<file path="src/irs_regs.vh">
// register map, field layout, reset values and range codes of the range select bank
`ifndef IRS_REGS_VH
`define IRS_REGS_VH

// register indices as printed; byte address is four times the index
`define IRS_IDX_GRP_A_UPPER   7'h05
`define IRS_IDX_GRP_B_LOWER   7'h06
`define IRS_IDX_STATUS        7'h08
`define IRS_ADDR_GRP_A_UPPER  8'h14
`define IRS_ADDR_GRP_B_LOWER  8'h18
`define IRS_ADDR_STATUS       8'h20

// register select codes returned by the address decoder
`define IRS_SEL_NONE          2'h0
`define IRS_SEL_A             2'h1
`define IRS_SEL_B             2'h2
`define IRS_SEL_STAT          2'h3

// field layout of each 16-bit range register
`define IRS_ADDR_FIELD_MSB    15
`define IRS_ADDR_FIELD_LSB    9
`define IRS_RSVD_BIT          8
`define IRS_FIELD_W           2
`define IRS_FIELDS            4

// reset values
`define IRS_RANGE_RESET       16'h00ff
`define IRS_ADDR_FIELD_RESET  7'h00
`define IRS_FIELD_RESET       2'h3

// 2-bit range codes
`define IRS_CODE_10V_A        2'h0
`define IRS_CODE_2V5          2'h1
`define IRS_CODE_5V           2'h2
`define IRS_CODE_10V_B        2'h3

// one-hot applied range: bit2 = +/-10 V, bit1 = +/-5 V, bit0 = +/-2.5 V
`define IRS_SEL_10V           3'h4
`define IRS_SEL_5V            3'h2
`define IRS_SEL_2V5           3'h1

// axi responses
`define IRS_RESP_OKAY         2'h0
`define IRS_RESP_SLVERR       2'h2

`endif

</file>
<file path="src/irs_top.v">
// input range select register bank with axi4-lite slave and per-input range outputs
//
// Operation
// RULE1: group A upper range register sits at index 0x05, resets to 0x00ff.
// RULE2: group B lower range register sits at index 0x06, resets to 0x00ff.
// RULE3: bits 15:9 carry the register's address; they reset to zero.
// RULE4: range code 00 and 11 give 10 V, 01 gives 2.5 V, 10 gives 5 V.
// RULE5: group A fields 7:6..1:0 set inputs seven..four, each resetting to 3.
// RULE6: group B fields 7:6..1:0 set inputs three..zero, each resetting to 3.
// RULE7: bit 8 is reserved, resets to zero and never affects range selection.
// RULE8: each field drives its own input, choosing one of exactly three ranges.
//
// Our own choice: register access over AXI4-Lite.
`timescale 1ns/1ps
`include "irs_regs.vh"

module irs_top #(
   parameter ADDR_W = 8
) (
   input  wire              aclk,
   input  wire              aresetn,
   input  wire [ADDR_W-1:0] s_axi_awaddr,
   input  wire [2:0]        s_axi_awprot,
   input  wire              s_axi_awvalid,
   output reg               s_axi_awready,
   input  wire [31:0]       s_axi_wdata,
   input  wire [3:0]        s_axi_wstrb,
   input  wire              s_axi_wvalid,
   output reg               s_axi_wready,
   output reg  [1:0]        s_axi_bresp,
   output reg               s_axi_bvalid,
   input  wire              s_axi_bready,
   input  wire [ADDR_W-1:0] s_axi_araddr,
   input  wire [2:0]        s_axi_arprot,
   input  wire              s_axi_arvalid,
   output reg               s_axi_arready,
   output reg  [31:0]       s_axi_rdata,
   output reg  [1:0]        s_axi_rresp,
   output reg               s_axi_rvalid,
   input  wire              s_axi_rready,
   output wire [2:0]        range_a_input_seven,
   output wire [2:0]        range_a_input_six,
   output wire [2:0]        range_a_input_five,
   output wire [2:0]        range_a_input_four,
   output wire [2:0]        range_b_input_three,
   output wire [2:0]        range_b_input_two,
   output wire [2:0]        range_b_input_one,
   output wire [2:0]        range_b_input_zero
);

   // register map, byte addresses on the bus
   //   0x14  group a upper range word, index 0x05
   //   0x18  group b lower range word, index 0x06
   //   0x20  read-only status, the eight applied ranges
   //   any other address answers slverr and changes nothing
   //
   // range word layout
   //   15:9  address field, zero after reset, stamped on every write
   //   8     reserved, kept as written, never reaches a range
   //   7:6   highest input of the group
   //   5:4   next input down
   //   3:2   next input down
   //   1:0   lowest input of the group
   //   only byte lanes 0 and 1 are stored; lanes 2 and 3 are dropped
   //   bits 31:16 of a range word read are zero; a status read has only bits 31:24 zero
   //
   // range codes and the one-hot outputs they give
   //   00  +/-10 V   -> 100
   //   01  +/-2.5 V  -> 001
   //   10  +/-5 V    -> 010
   //   11  +/-10 V   -> 100
   //   an output is never zero and never has two bits set
   //
   // write timing
   //   edge 0  address and data beats land, in either order
   //   edge 1  range word updated, bvalid rises with its response
   //   edge 2  applied range outputs follow the new word
   //   bvalid then stands until an edge sees bready high
   //   awready and wready stay low while a beat is held or bvalid is up,
   //   and for the cycle a beat lands, so a beat is never taken twice
   //   a second write may offer its beats at once; they wait for bvalid
   //   to fall and are then taken two edges later
   //
   // read timing
   //   edge 0  address taken, rdata and rresp loaded, rvalid rises
   //   rvalid and its payload stand until an edge sees rready high
   //   arready returns at the edge after rvalid falls
   //   the read path samples the range words directly, so a read in the
   //   cycle after a write already sees the new word
   //   an unmapped read returns zero data with slverr
   //
   // reset
   //   synchronous and active low; all ready and valid outputs drop,
   //   both words go to 0x00ff and every output shows +/-10 V
   //   ready outputs rise at the first edge with reset released, so the
   //   first request is taken at the second edge at the earliest
   //   a second reset in mid-run behaves like the first and drops any
   //   beat that was held, without answering it
   //
   // limitations
   //   one write and one read may be under way at a time; there is no
   //   queue, so throughput is one write every four cycles at best
   //   the prot inputs are ignored: every access is treated alike
   //   a write to the status word is answered okay and dropped
   //   the address field cannot be chosen by software; trading that
   //   away keeps the readback a reliable check of which word was hit
   //   outputs are registered, so an input's range moves two edges after
   //   its write beats land; software must allow for that before sampling
   //   a beat held across a write response is not lost, only delayed
   //
   // naming
   //   range_a_* ports carry inputs seven..four, range_b_* inputs three..zero
   //   status bits 2:0 hold input zero, bits 23:21 input seven

   // maps a byte address to a register select code; shared by both channels
   function [1:0] irs_decode;
      input [ADDR_W-1:0] addr;
      begin
         if (addr == `IRS_ADDR_GRP_A_UPPER)
            irs_decode = `IRS_SEL_A;
         else if (addr == `IRS_ADDR_GRP_B_LOWER)
            irs_decode = `IRS_SEL_B;
         else if (addr == `IRS_ADDR_STATUS)
            irs_decode = `IRS_SEL_STAT;
         else
            irs_decode = `IRS_SEL_NONE;
      end
   endfunction

   // turns a 2-bit code into a one-hot choice of three ranges
   function [2:0] irs_range;
      input [1:0] code;
      begin
         case (code)
            `IRS_CODE_10V_A: irs_range = `IRS_SEL_10V;   // [RULE4]
            `IRS_CODE_2V5:   irs_range = `IRS_SEL_2V5;   // [RULE4]
            `IRS_CODE_5V:    irs_range = `IRS_SEL_5V;    // [RULE4]
            default:         irs_range = `IRS_SEL_10V;   // [RULE4]
         endcase
      end
   endfunction

   // writes a 16-bit register under byte strobes, then stamps its own address
   function [15:0] irs_merge;
      input [15:0] old;
      input [31:0] data;
      input [3:0]  strb;
      input [6:0]  idx;
      reg   [15:0] tmp;
      begin
         tmp = old;
         if (strb[0])
            tmp[7:0] = data[7:0];
         if (strb[1])
            tmp[15:8] = data[15:8];
         // once written, the address field always reads back the index of the register that holds it
         tmp[`IRS_ADDR_FIELD_MSB:`IRS_ADDR_FIELD_LSB] = idx;   // [RULE3]
         irs_merge = tmp;
      end
   endfunction

   // register storage
   reg  [15:0]       range_a_reg;
   reg  [15:0]       range_b_reg;
   wire [23:0]       applied;

   // write channel holding state
   reg               aw_full_reg;
   reg  [ADDR_W-1:0] aw_addr_reg;
   reg               w_full_reg;
   reg  [31:0]       w_data_reg;
   reg  [3:0]        w_strb_reg;

   wire              aw_take = s_axi_awvalid & s_axi_awready;
   wire              w_take  = s_axi_wvalid & s_axi_wready;
   wire              ar_take = s_axi_arvalid & s_axi_arready;
   wire              do_write = aw_full_reg & w_full_reg & ~s_axi_bvalid;
   wire [1:0]        wr_sel = irs_decode(aw_addr_reg);
   wire [1:0]        rd_sel = irs_decode(s_axi_araddr);

   // write address and data are caught independently, in either order
   always @(posedge aclk) begin
      if (!aresetn) begin
         aw_full_reg   <= 1'b0;
         aw_addr_reg   <= {ADDR_W{1'b0}};
         w_full_reg    <= 1'b0;
         w_data_reg    <= 32'h0000_0000;
         w_strb_reg    <= 4'h0;
         s_axi_awready <= 1'b0;
         s_axi_wready  <= 1'b0;
      end else begin
         if (aw_take) begin
            aw_full_reg <= 1'b1;
            aw_addr_reg <= s_axi_awaddr;
         end else if (do_write) begin
            aw_full_reg <= 1'b0;
         end
         if (w_take) begin
            w_full_reg <= 1'b1;
            w_data_reg <= s_axi_wdata;
            w_strb_reg <= s_axi_wstrb;
         end else if (do_write) begin
            w_full_reg <= 1'b0;
         end
         // ready drops for the cycle a beat lands, so each beat is held once only
         s_axi_awready <= ~aw_full_reg & ~aw_take & ~s_axi_bvalid;
         s_axi_wready  <= ~w_full_reg & ~w_take & ~s_axi_bvalid;
      end
   end

   // range registers: written once both beats are held
   always @(posedge aclk) begin
      if (!aresetn) begin
         range_a_reg <= `IRS_RANGE_RESET;   // [RULE1] [RULE3] [RULE5] [RULE7]
         range_b_reg <= `IRS_RANGE_RESET;   // [RULE2] [RULE3] [RULE6] [RULE7]
      end else if (do_write) begin
         if (wr_sel == `IRS_SEL_A)
            range_a_reg <= irs_merge(range_a_reg, w_data_reg, w_strb_reg,
                                     `IRS_IDX_GRP_A_UPPER);   // [RULE1]
         if (wr_sel == `IRS_SEL_B)
            range_b_reg <= irs_merge(range_b_reg, w_data_reg, w_strb_reg,
                                     `IRS_IDX_GRP_B_LOWER);   // [RULE2]
      end
   end

   // write response; the status word is read-only, a write there is dropped
   always @(posedge aclk) begin
      if (!aresetn) begin
         s_axi_bvalid <= 1'b0;
         s_axi_bresp  <= `IRS_RESP_OKAY;
      end else if (do_write) begin
         s_axi_bvalid <= 1'b1;
         if (wr_sel == `IRS_SEL_NONE)
            s_axi_bresp <= `IRS_RESP_SLVERR;
         else
            s_axi_bresp <= `IRS_RESP_OKAY;
      end else if (s_axi_bvalid && s_axi_bready) begin
         s_axi_bvalid <= 1'b0;
      end
   end

   // read channel: one read at a time, data one cycle after the address
   always @(posedge aclk) begin
      if (!aresetn) begin
         s_axi_arready <= 1'b0;
         s_axi_rvalid  <= 1'b0;
         s_axi_rdata   <= 32'h0000_0000;
         s_axi_rresp   <= `IRS_RESP_OKAY;
      end else begin
         s_axi_arready <= ~s_axi_rvalid & ~ar_take;
         if (ar_take) begin
            s_axi_rvalid <= 1'b1;
            s_axi_rresp  <= `IRS_RESP_OKAY;
            case (rd_sel)
               `IRS_SEL_A:    s_axi_rdata <= {16'h0000, range_a_reg};
               `IRS_SEL_B:    s_axi_rdata <= {16'h0000, range_b_reg};
               `IRS_SEL_STAT: s_axi_rdata <= {8'h00, applied};
               default: begin
                  s_axi_rdata <= 32'h0000_0000;
                  s_axi_rresp <= `IRS_RESP_SLVERR;
               end
            endcase
         end else if (s_axi_rvalid && s_axi_rready) begin
            s_axi_rvalid <= 1'b0;
         end
      end
   end

   // applied ranges: each field drives its own input; bit 8 and the address
   // field are not looked at, so they cannot move a range
   // each field owns its flip-flops, so no vector is shared between processes
   genvar gi;
   generate
      for (gi = 0; gi < `IRS_FIELDS; gi = gi + 1) begin : g_field
         reg [2:0] b_range_reg;
         reg [2:0] a_range_reg;
         always @(posedge aclk) begin
            if (!aresetn) begin
               b_range_reg <= irs_range(`IRS_FIELD_RESET);
               a_range_reg <= irs_range(`IRS_FIELD_RESET);
            end else begin
               // group B lower inputs zero..three [RULE6] [RULE8]
               b_range_reg <= irs_range(range_b_reg[2*gi+1:2*gi]);   // [RULE7]
               // group A upper inputs four..seven [RULE5] [RULE8]
               a_range_reg <= irs_range(range_a_reg[2*gi+1:2*gi]);   // [RULE7]
            end
         end
      end
   endgenerate

   // one port per input, each straight from its flip-flops
   assign range_b_input_zero  = g_field[0].b_range_reg;
   assign range_b_input_one   = g_field[1].b_range_reg;
   assign range_b_input_two   = g_field[2].b_range_reg;
   assign range_b_input_three = g_field[3].b_range_reg;
   assign range_a_input_four  = g_field[0].a_range_reg;
   assign range_a_input_five  = g_field[1].a_range_reg;
   assign range_a_input_six   = g_field[2].a_range_reg;
   assign range_a_input_seven = g_field[3].a_range_reg;

   // status word gathers the eight applied ranges, input zero lowest
   assign applied = {g_field[3].a_range_reg, g_field[2].a_range_reg,
                     g_field[1].a_range_reg, g_field[0].a_range_reg,
                     g_field[3].b_range_reg, g_field[2].b_range_reg,
                     g_field[1].b_range_reg, g_field[0].b_range_reg};

endmodule // irs_top

</file>
<file path="config.mk">
export PLATFORM = sky130hd
export DESIGN_NAME = irs_top
export DESIGN_NICKNAME = d
export VERILOG_FILES = /design/src/irs_top.v
export VERILOG_INCLUDE_DIRS = /design/src
export SDC_FILE = /design/constraint.sdc
export NUM_CORES = 1
export LEC_CHECK = 0
export ABC_AREA = 1
export BUFFER_PORTS_ARGS = -buffer_cell sky130_fd_sc_hd__buf_2
export CAP_MARGIN = 20
export CORE_UTILIZATION = 46
export CTS_CLUSTER_DIAMETER = 100
export DETAILED_ROUTE_END_ITERATION = 8
export PLACE_DENSITY = 0.74
export SYNTH_ARGS = -nofsm -noshare
export SYNTH_HDL_FRONTEND = slang
export SYNTH_SLANG_ARGS = --single-unit
</file>
<file path="constraint.sdc">
create_clock -name aclk -period 1.44 [get_ports aclk]
set_clock_uncertainty 0.2 [all_clocks]
set_input_delay 0.216 -clock aclk [delete_from_list [all_inputs] [get_ports aclk]]
set_output_delay 0.216 -clock aclk [all_outputs]
set_load 0.1 [all_outputs]
</file>
==> impl_metrics.py <==
metrics = {
    "outcome": {
        "outcome": "finished, violations left",
        "violations": "setup timing",
    },
    "yosys": {
        "async_flop_share_pct": 0,
        "syn_area_sq_mm": 0.003985,
        "ys_warn_count": 0,
        "syn-mean-instance-area_sq_um": 7.829,
        "synth_area_leaders": "dfxtp_1 48%, nand2_1 11%, nand3_1 9.2%, inv_1 6.4%, ha_1 5.0%",
        "postSynthCellCount": 509,
        "synth-edff-count": 0,
        "synth.top_cell.area_share_pct": 48.23,
        "yosys.area.top_type": "dfxtp_1",
        "ys_seq_area_share_pct": 48.23,
        "synthFlopType": "dfxtp_1",
        "ys_ff_latch": 96,
        "synth_cell_types": 30,
    },
    "clocking": {
        "ctsRootBufferMaster": "clkbuf_8",
        "cts_tree": "yes",
        "clk_pin_slew_ns": 0.09,
        "clockBufferDepth": 2,
        "cts.sinks": 96,
        "clk_latency_ns": 0.36,
        "cts_buffers": 9,
        "cts_max_level": 3,
    },
    "place": {
        "place.port_buffers": 88,
        "gp_congestion": 0.8024,
        "dpl-instance-area_sq_mm": 0.005524,
        "dp_slack_ns": -0.2497,
        "place_inst": 711,
        "hpwlAfterDp_mm": 6.954,
    },
    "critical_path": {
        "crit_cells": 8,
        "worst_path_max_delay_cell": "dfxtp_2",
        "endpoint_kind": "flop",
        "cpPeakStageDelay_ns": 0.36,
        "required_ns": 1.53,
        "critPathLaunch": "w_full_reg",
        "reg2reg_depth": 8,
        "path_cells": "nand2_2, nor2_4, clkinv_4, nor2_4, nand2_4, clkinv_8, nand2_4, nand3_2",
        "r2r-end": "range_b_reg[2]",
        "critPathMaxFanout": 8,
        "crit_buf_inv": 2,
        "r2r_start": "w_full_reg",
        "endpoint": "range_b_reg[2]",
        "critPathArrivalTime_ns": 1.60,
        "worstSetupPathType": "flop to flop",
        "cp-start-kind": "flop",
        "r2r_slack_ns": -0.07,
        "path_delay_family": "simple AND/OR/NAND/NOR gates",
    },
    "timing": {
        "setup_viol": 16,
        "rsz0062_at_grt": "yes",
        "maxSlewViolCount": 0,
        "fmax_mhz": 664.3,
        "hold_violations": 0,
        "period_share_pct": 104.5,
        "period_needed_ns": 1.505,
        "slew_headroom_pct": 61.64,
        "max_slew.worst_pin.slew_ns": 0.5754,
        "tns_ns": -0.4717,
        "worst_slack_ns": -0.06534,
    },
    "die": {
        "die_area_sq_mm": 0.009039,
        "pin_count": 130,
        "fp.dieW_um": 95.08,
        "die_h_um": 95.08,
        "start_util_pct": 48.02,
        "core_sq_mm": 0.008299,
        "rows": 33,
    },
    "global_routing": {
        "grt_overflow": 0,
        "grt_max_degree": 56,
        "antenna_found_initial": 0,
        "grt_pass1_vias": 3640,
        "track_usage_pct": 23.83,
        "grt_pass1_wl_mm": 16.44,
    },
    "finish": {
        "diodes": 0,
        "largest_reg_flops": 24,
        "syn_to_final_growth_pct": 54.54,
        "seqCellArea_sq_mm": 0.001969,
        "num-fill-cells": 563,
        "nets": 725,
        "multi_input_area_sq_mm": 0.001789,
        "fin_cells": 754,
        "final_core_util_pct": 74.20,
        "final_layout_size_suffix_gt1_share_pct": 35.59,
        "design_area_sq_mm": 0.006158,
    },
    "power": {
        "powerDensity_mw_per_mm2": 844.4,
        "irDropWorstVdd_uv": 603.5,
        "p_leak_nw": 3.075,
    },
    "routing": {
        "remaining_drc_errors": 0,
        "routed-via-count": 3816,
        "viasPerCell": 5.061,
        "dr.pass1.iters": 6,
        "ant_nets": 0,
        "wire_per_inst_um": 14.15,
        "wirelength_mm": 10.67,
        "drtIter0Drc": 167,
    },
    "run": {
        "max-cap-violations": 0,
    },
    "min_path": {
        "worstHoldPathType": "input port to flop",
    },
}
[logic make-up after synthesis]
group	after synthesis	share of synthesized area [%]
buffers and inverters	103	11.81
DFF	96	48.23
AOI/OAI and AO/OA	53	7.881
other	1	0.09410
adders and majority gates	16	5.023
and+or+nand+nor	240	26.97
[cell usage after synthesis, types with 2 or more instances]
cell type and count:
nor2_1 28, buf_2 5, inv_1 68, buf_4 15, nand3_1 73, dfxtp_1 96
clkbuf_1 7, a21oi_1 17, o21ai_0 22, or2_2 8, o21ai_2 10, inv_2 3
nor2_2 4, o21a_1 2, nand2_1 117, nor2_4 3, buf_6 2, ha_1 16
nand2_4 2
[cell type report]
cell class / instances / share of cell area (%)
Clock buffer: 12 / 2.865
Clock inverter: 4 / 0.5079
Inverter: 74 / 4.876
Multi-Input combinational cell: 321 / 29.05
Sequential cell: 96 / 31.98
Tap cell: 105 / 2.133
Timing Repair Buffer: 142 / 28.59
[per-stage QoR]
stage	hold slack, ns	total power, mW
floorplan	0.1135	3.216
global placement	0.2091	3.363
detailed placement	0.2180	3.379
CTS	0.06718	5.180
global route	0.1241	5.392
finish	0.1271	5.200
[layer usage]
layer  vias to the layer above  routed length (um)  global-route usage, %  part of all wire (%)
li1                       1855                   -                      -                     -
met1                      1792                4141                  25.43                    39
met2                       142                5765                  44.05                    54
met3                        27                 514                  5.423                   4.8
met4                         0                 249                  11.11                   2.3
met5                         -                   0                      0                     0
[worst min-delay path: stages]
cell and delay (ns):
buf_2 0.09, nand2_1 0.09, clkinv_1 0.19, nor4_1 0.07
[layout by cell type, fill, tap and decap left out, types with 10 or more instances in the layout]
cell / netlist / final
a21oi_1: 17 / 17
buf_12: 0 / 57
buf_2: 5 / 34
buf_4: 15 / 26
clkbuf_8: 0 / 11
conb_1: 1 / 10
dfxtp_1: 96 / 66
dfxtp_2: 0 / 26
dlygate4sd3_1: 0 / 22
ha_1: 16 / 16
inv_1: 68 / 66
nand2_1: 117 / 101
nand2_2: 1 / 10
nand2_4: 2 / 10
nand3_1: 73 / 64
nand3_2: 1 / 10
nor2_1: 28 / 26
o21ai_0: 22 / 21
o21ai_2: 10 / 10
[where the power goes]
part	internal (mW)	total, mW	switching [mW]
logic	0.215	0.650	0.435
registers	2.71	2.76	0.0529
clock network	0.839	1.79	0.948
[repair_timing]
action,CTS,global route
endpoints found under the setup margin,25,52
buffers inserted,0,2
resized for setup,1,49
gates cloned,0,3
pin swaps,0,12
endpoints found under the hold margin,22,0
hold buffers,22,0
[worst min path at each step]
stage / from / endpoint / depth (start not counted)
floorplan: s_axi_rready / s_axi_rvalid / 1
global placement: s_axi_rready / s_axi_rvalid / 2
detailed placement: s_axi_rready / s_axi_rvalid / 2
CTS: s_axi_wvalid / s_axi_wready / 4
global route: s_axi_wvalid / s_axi_wready / 4
finish: s_axi_wvalid / s_axi_wready / 4
Note: power is estimated with default switching activity, not from simulation.
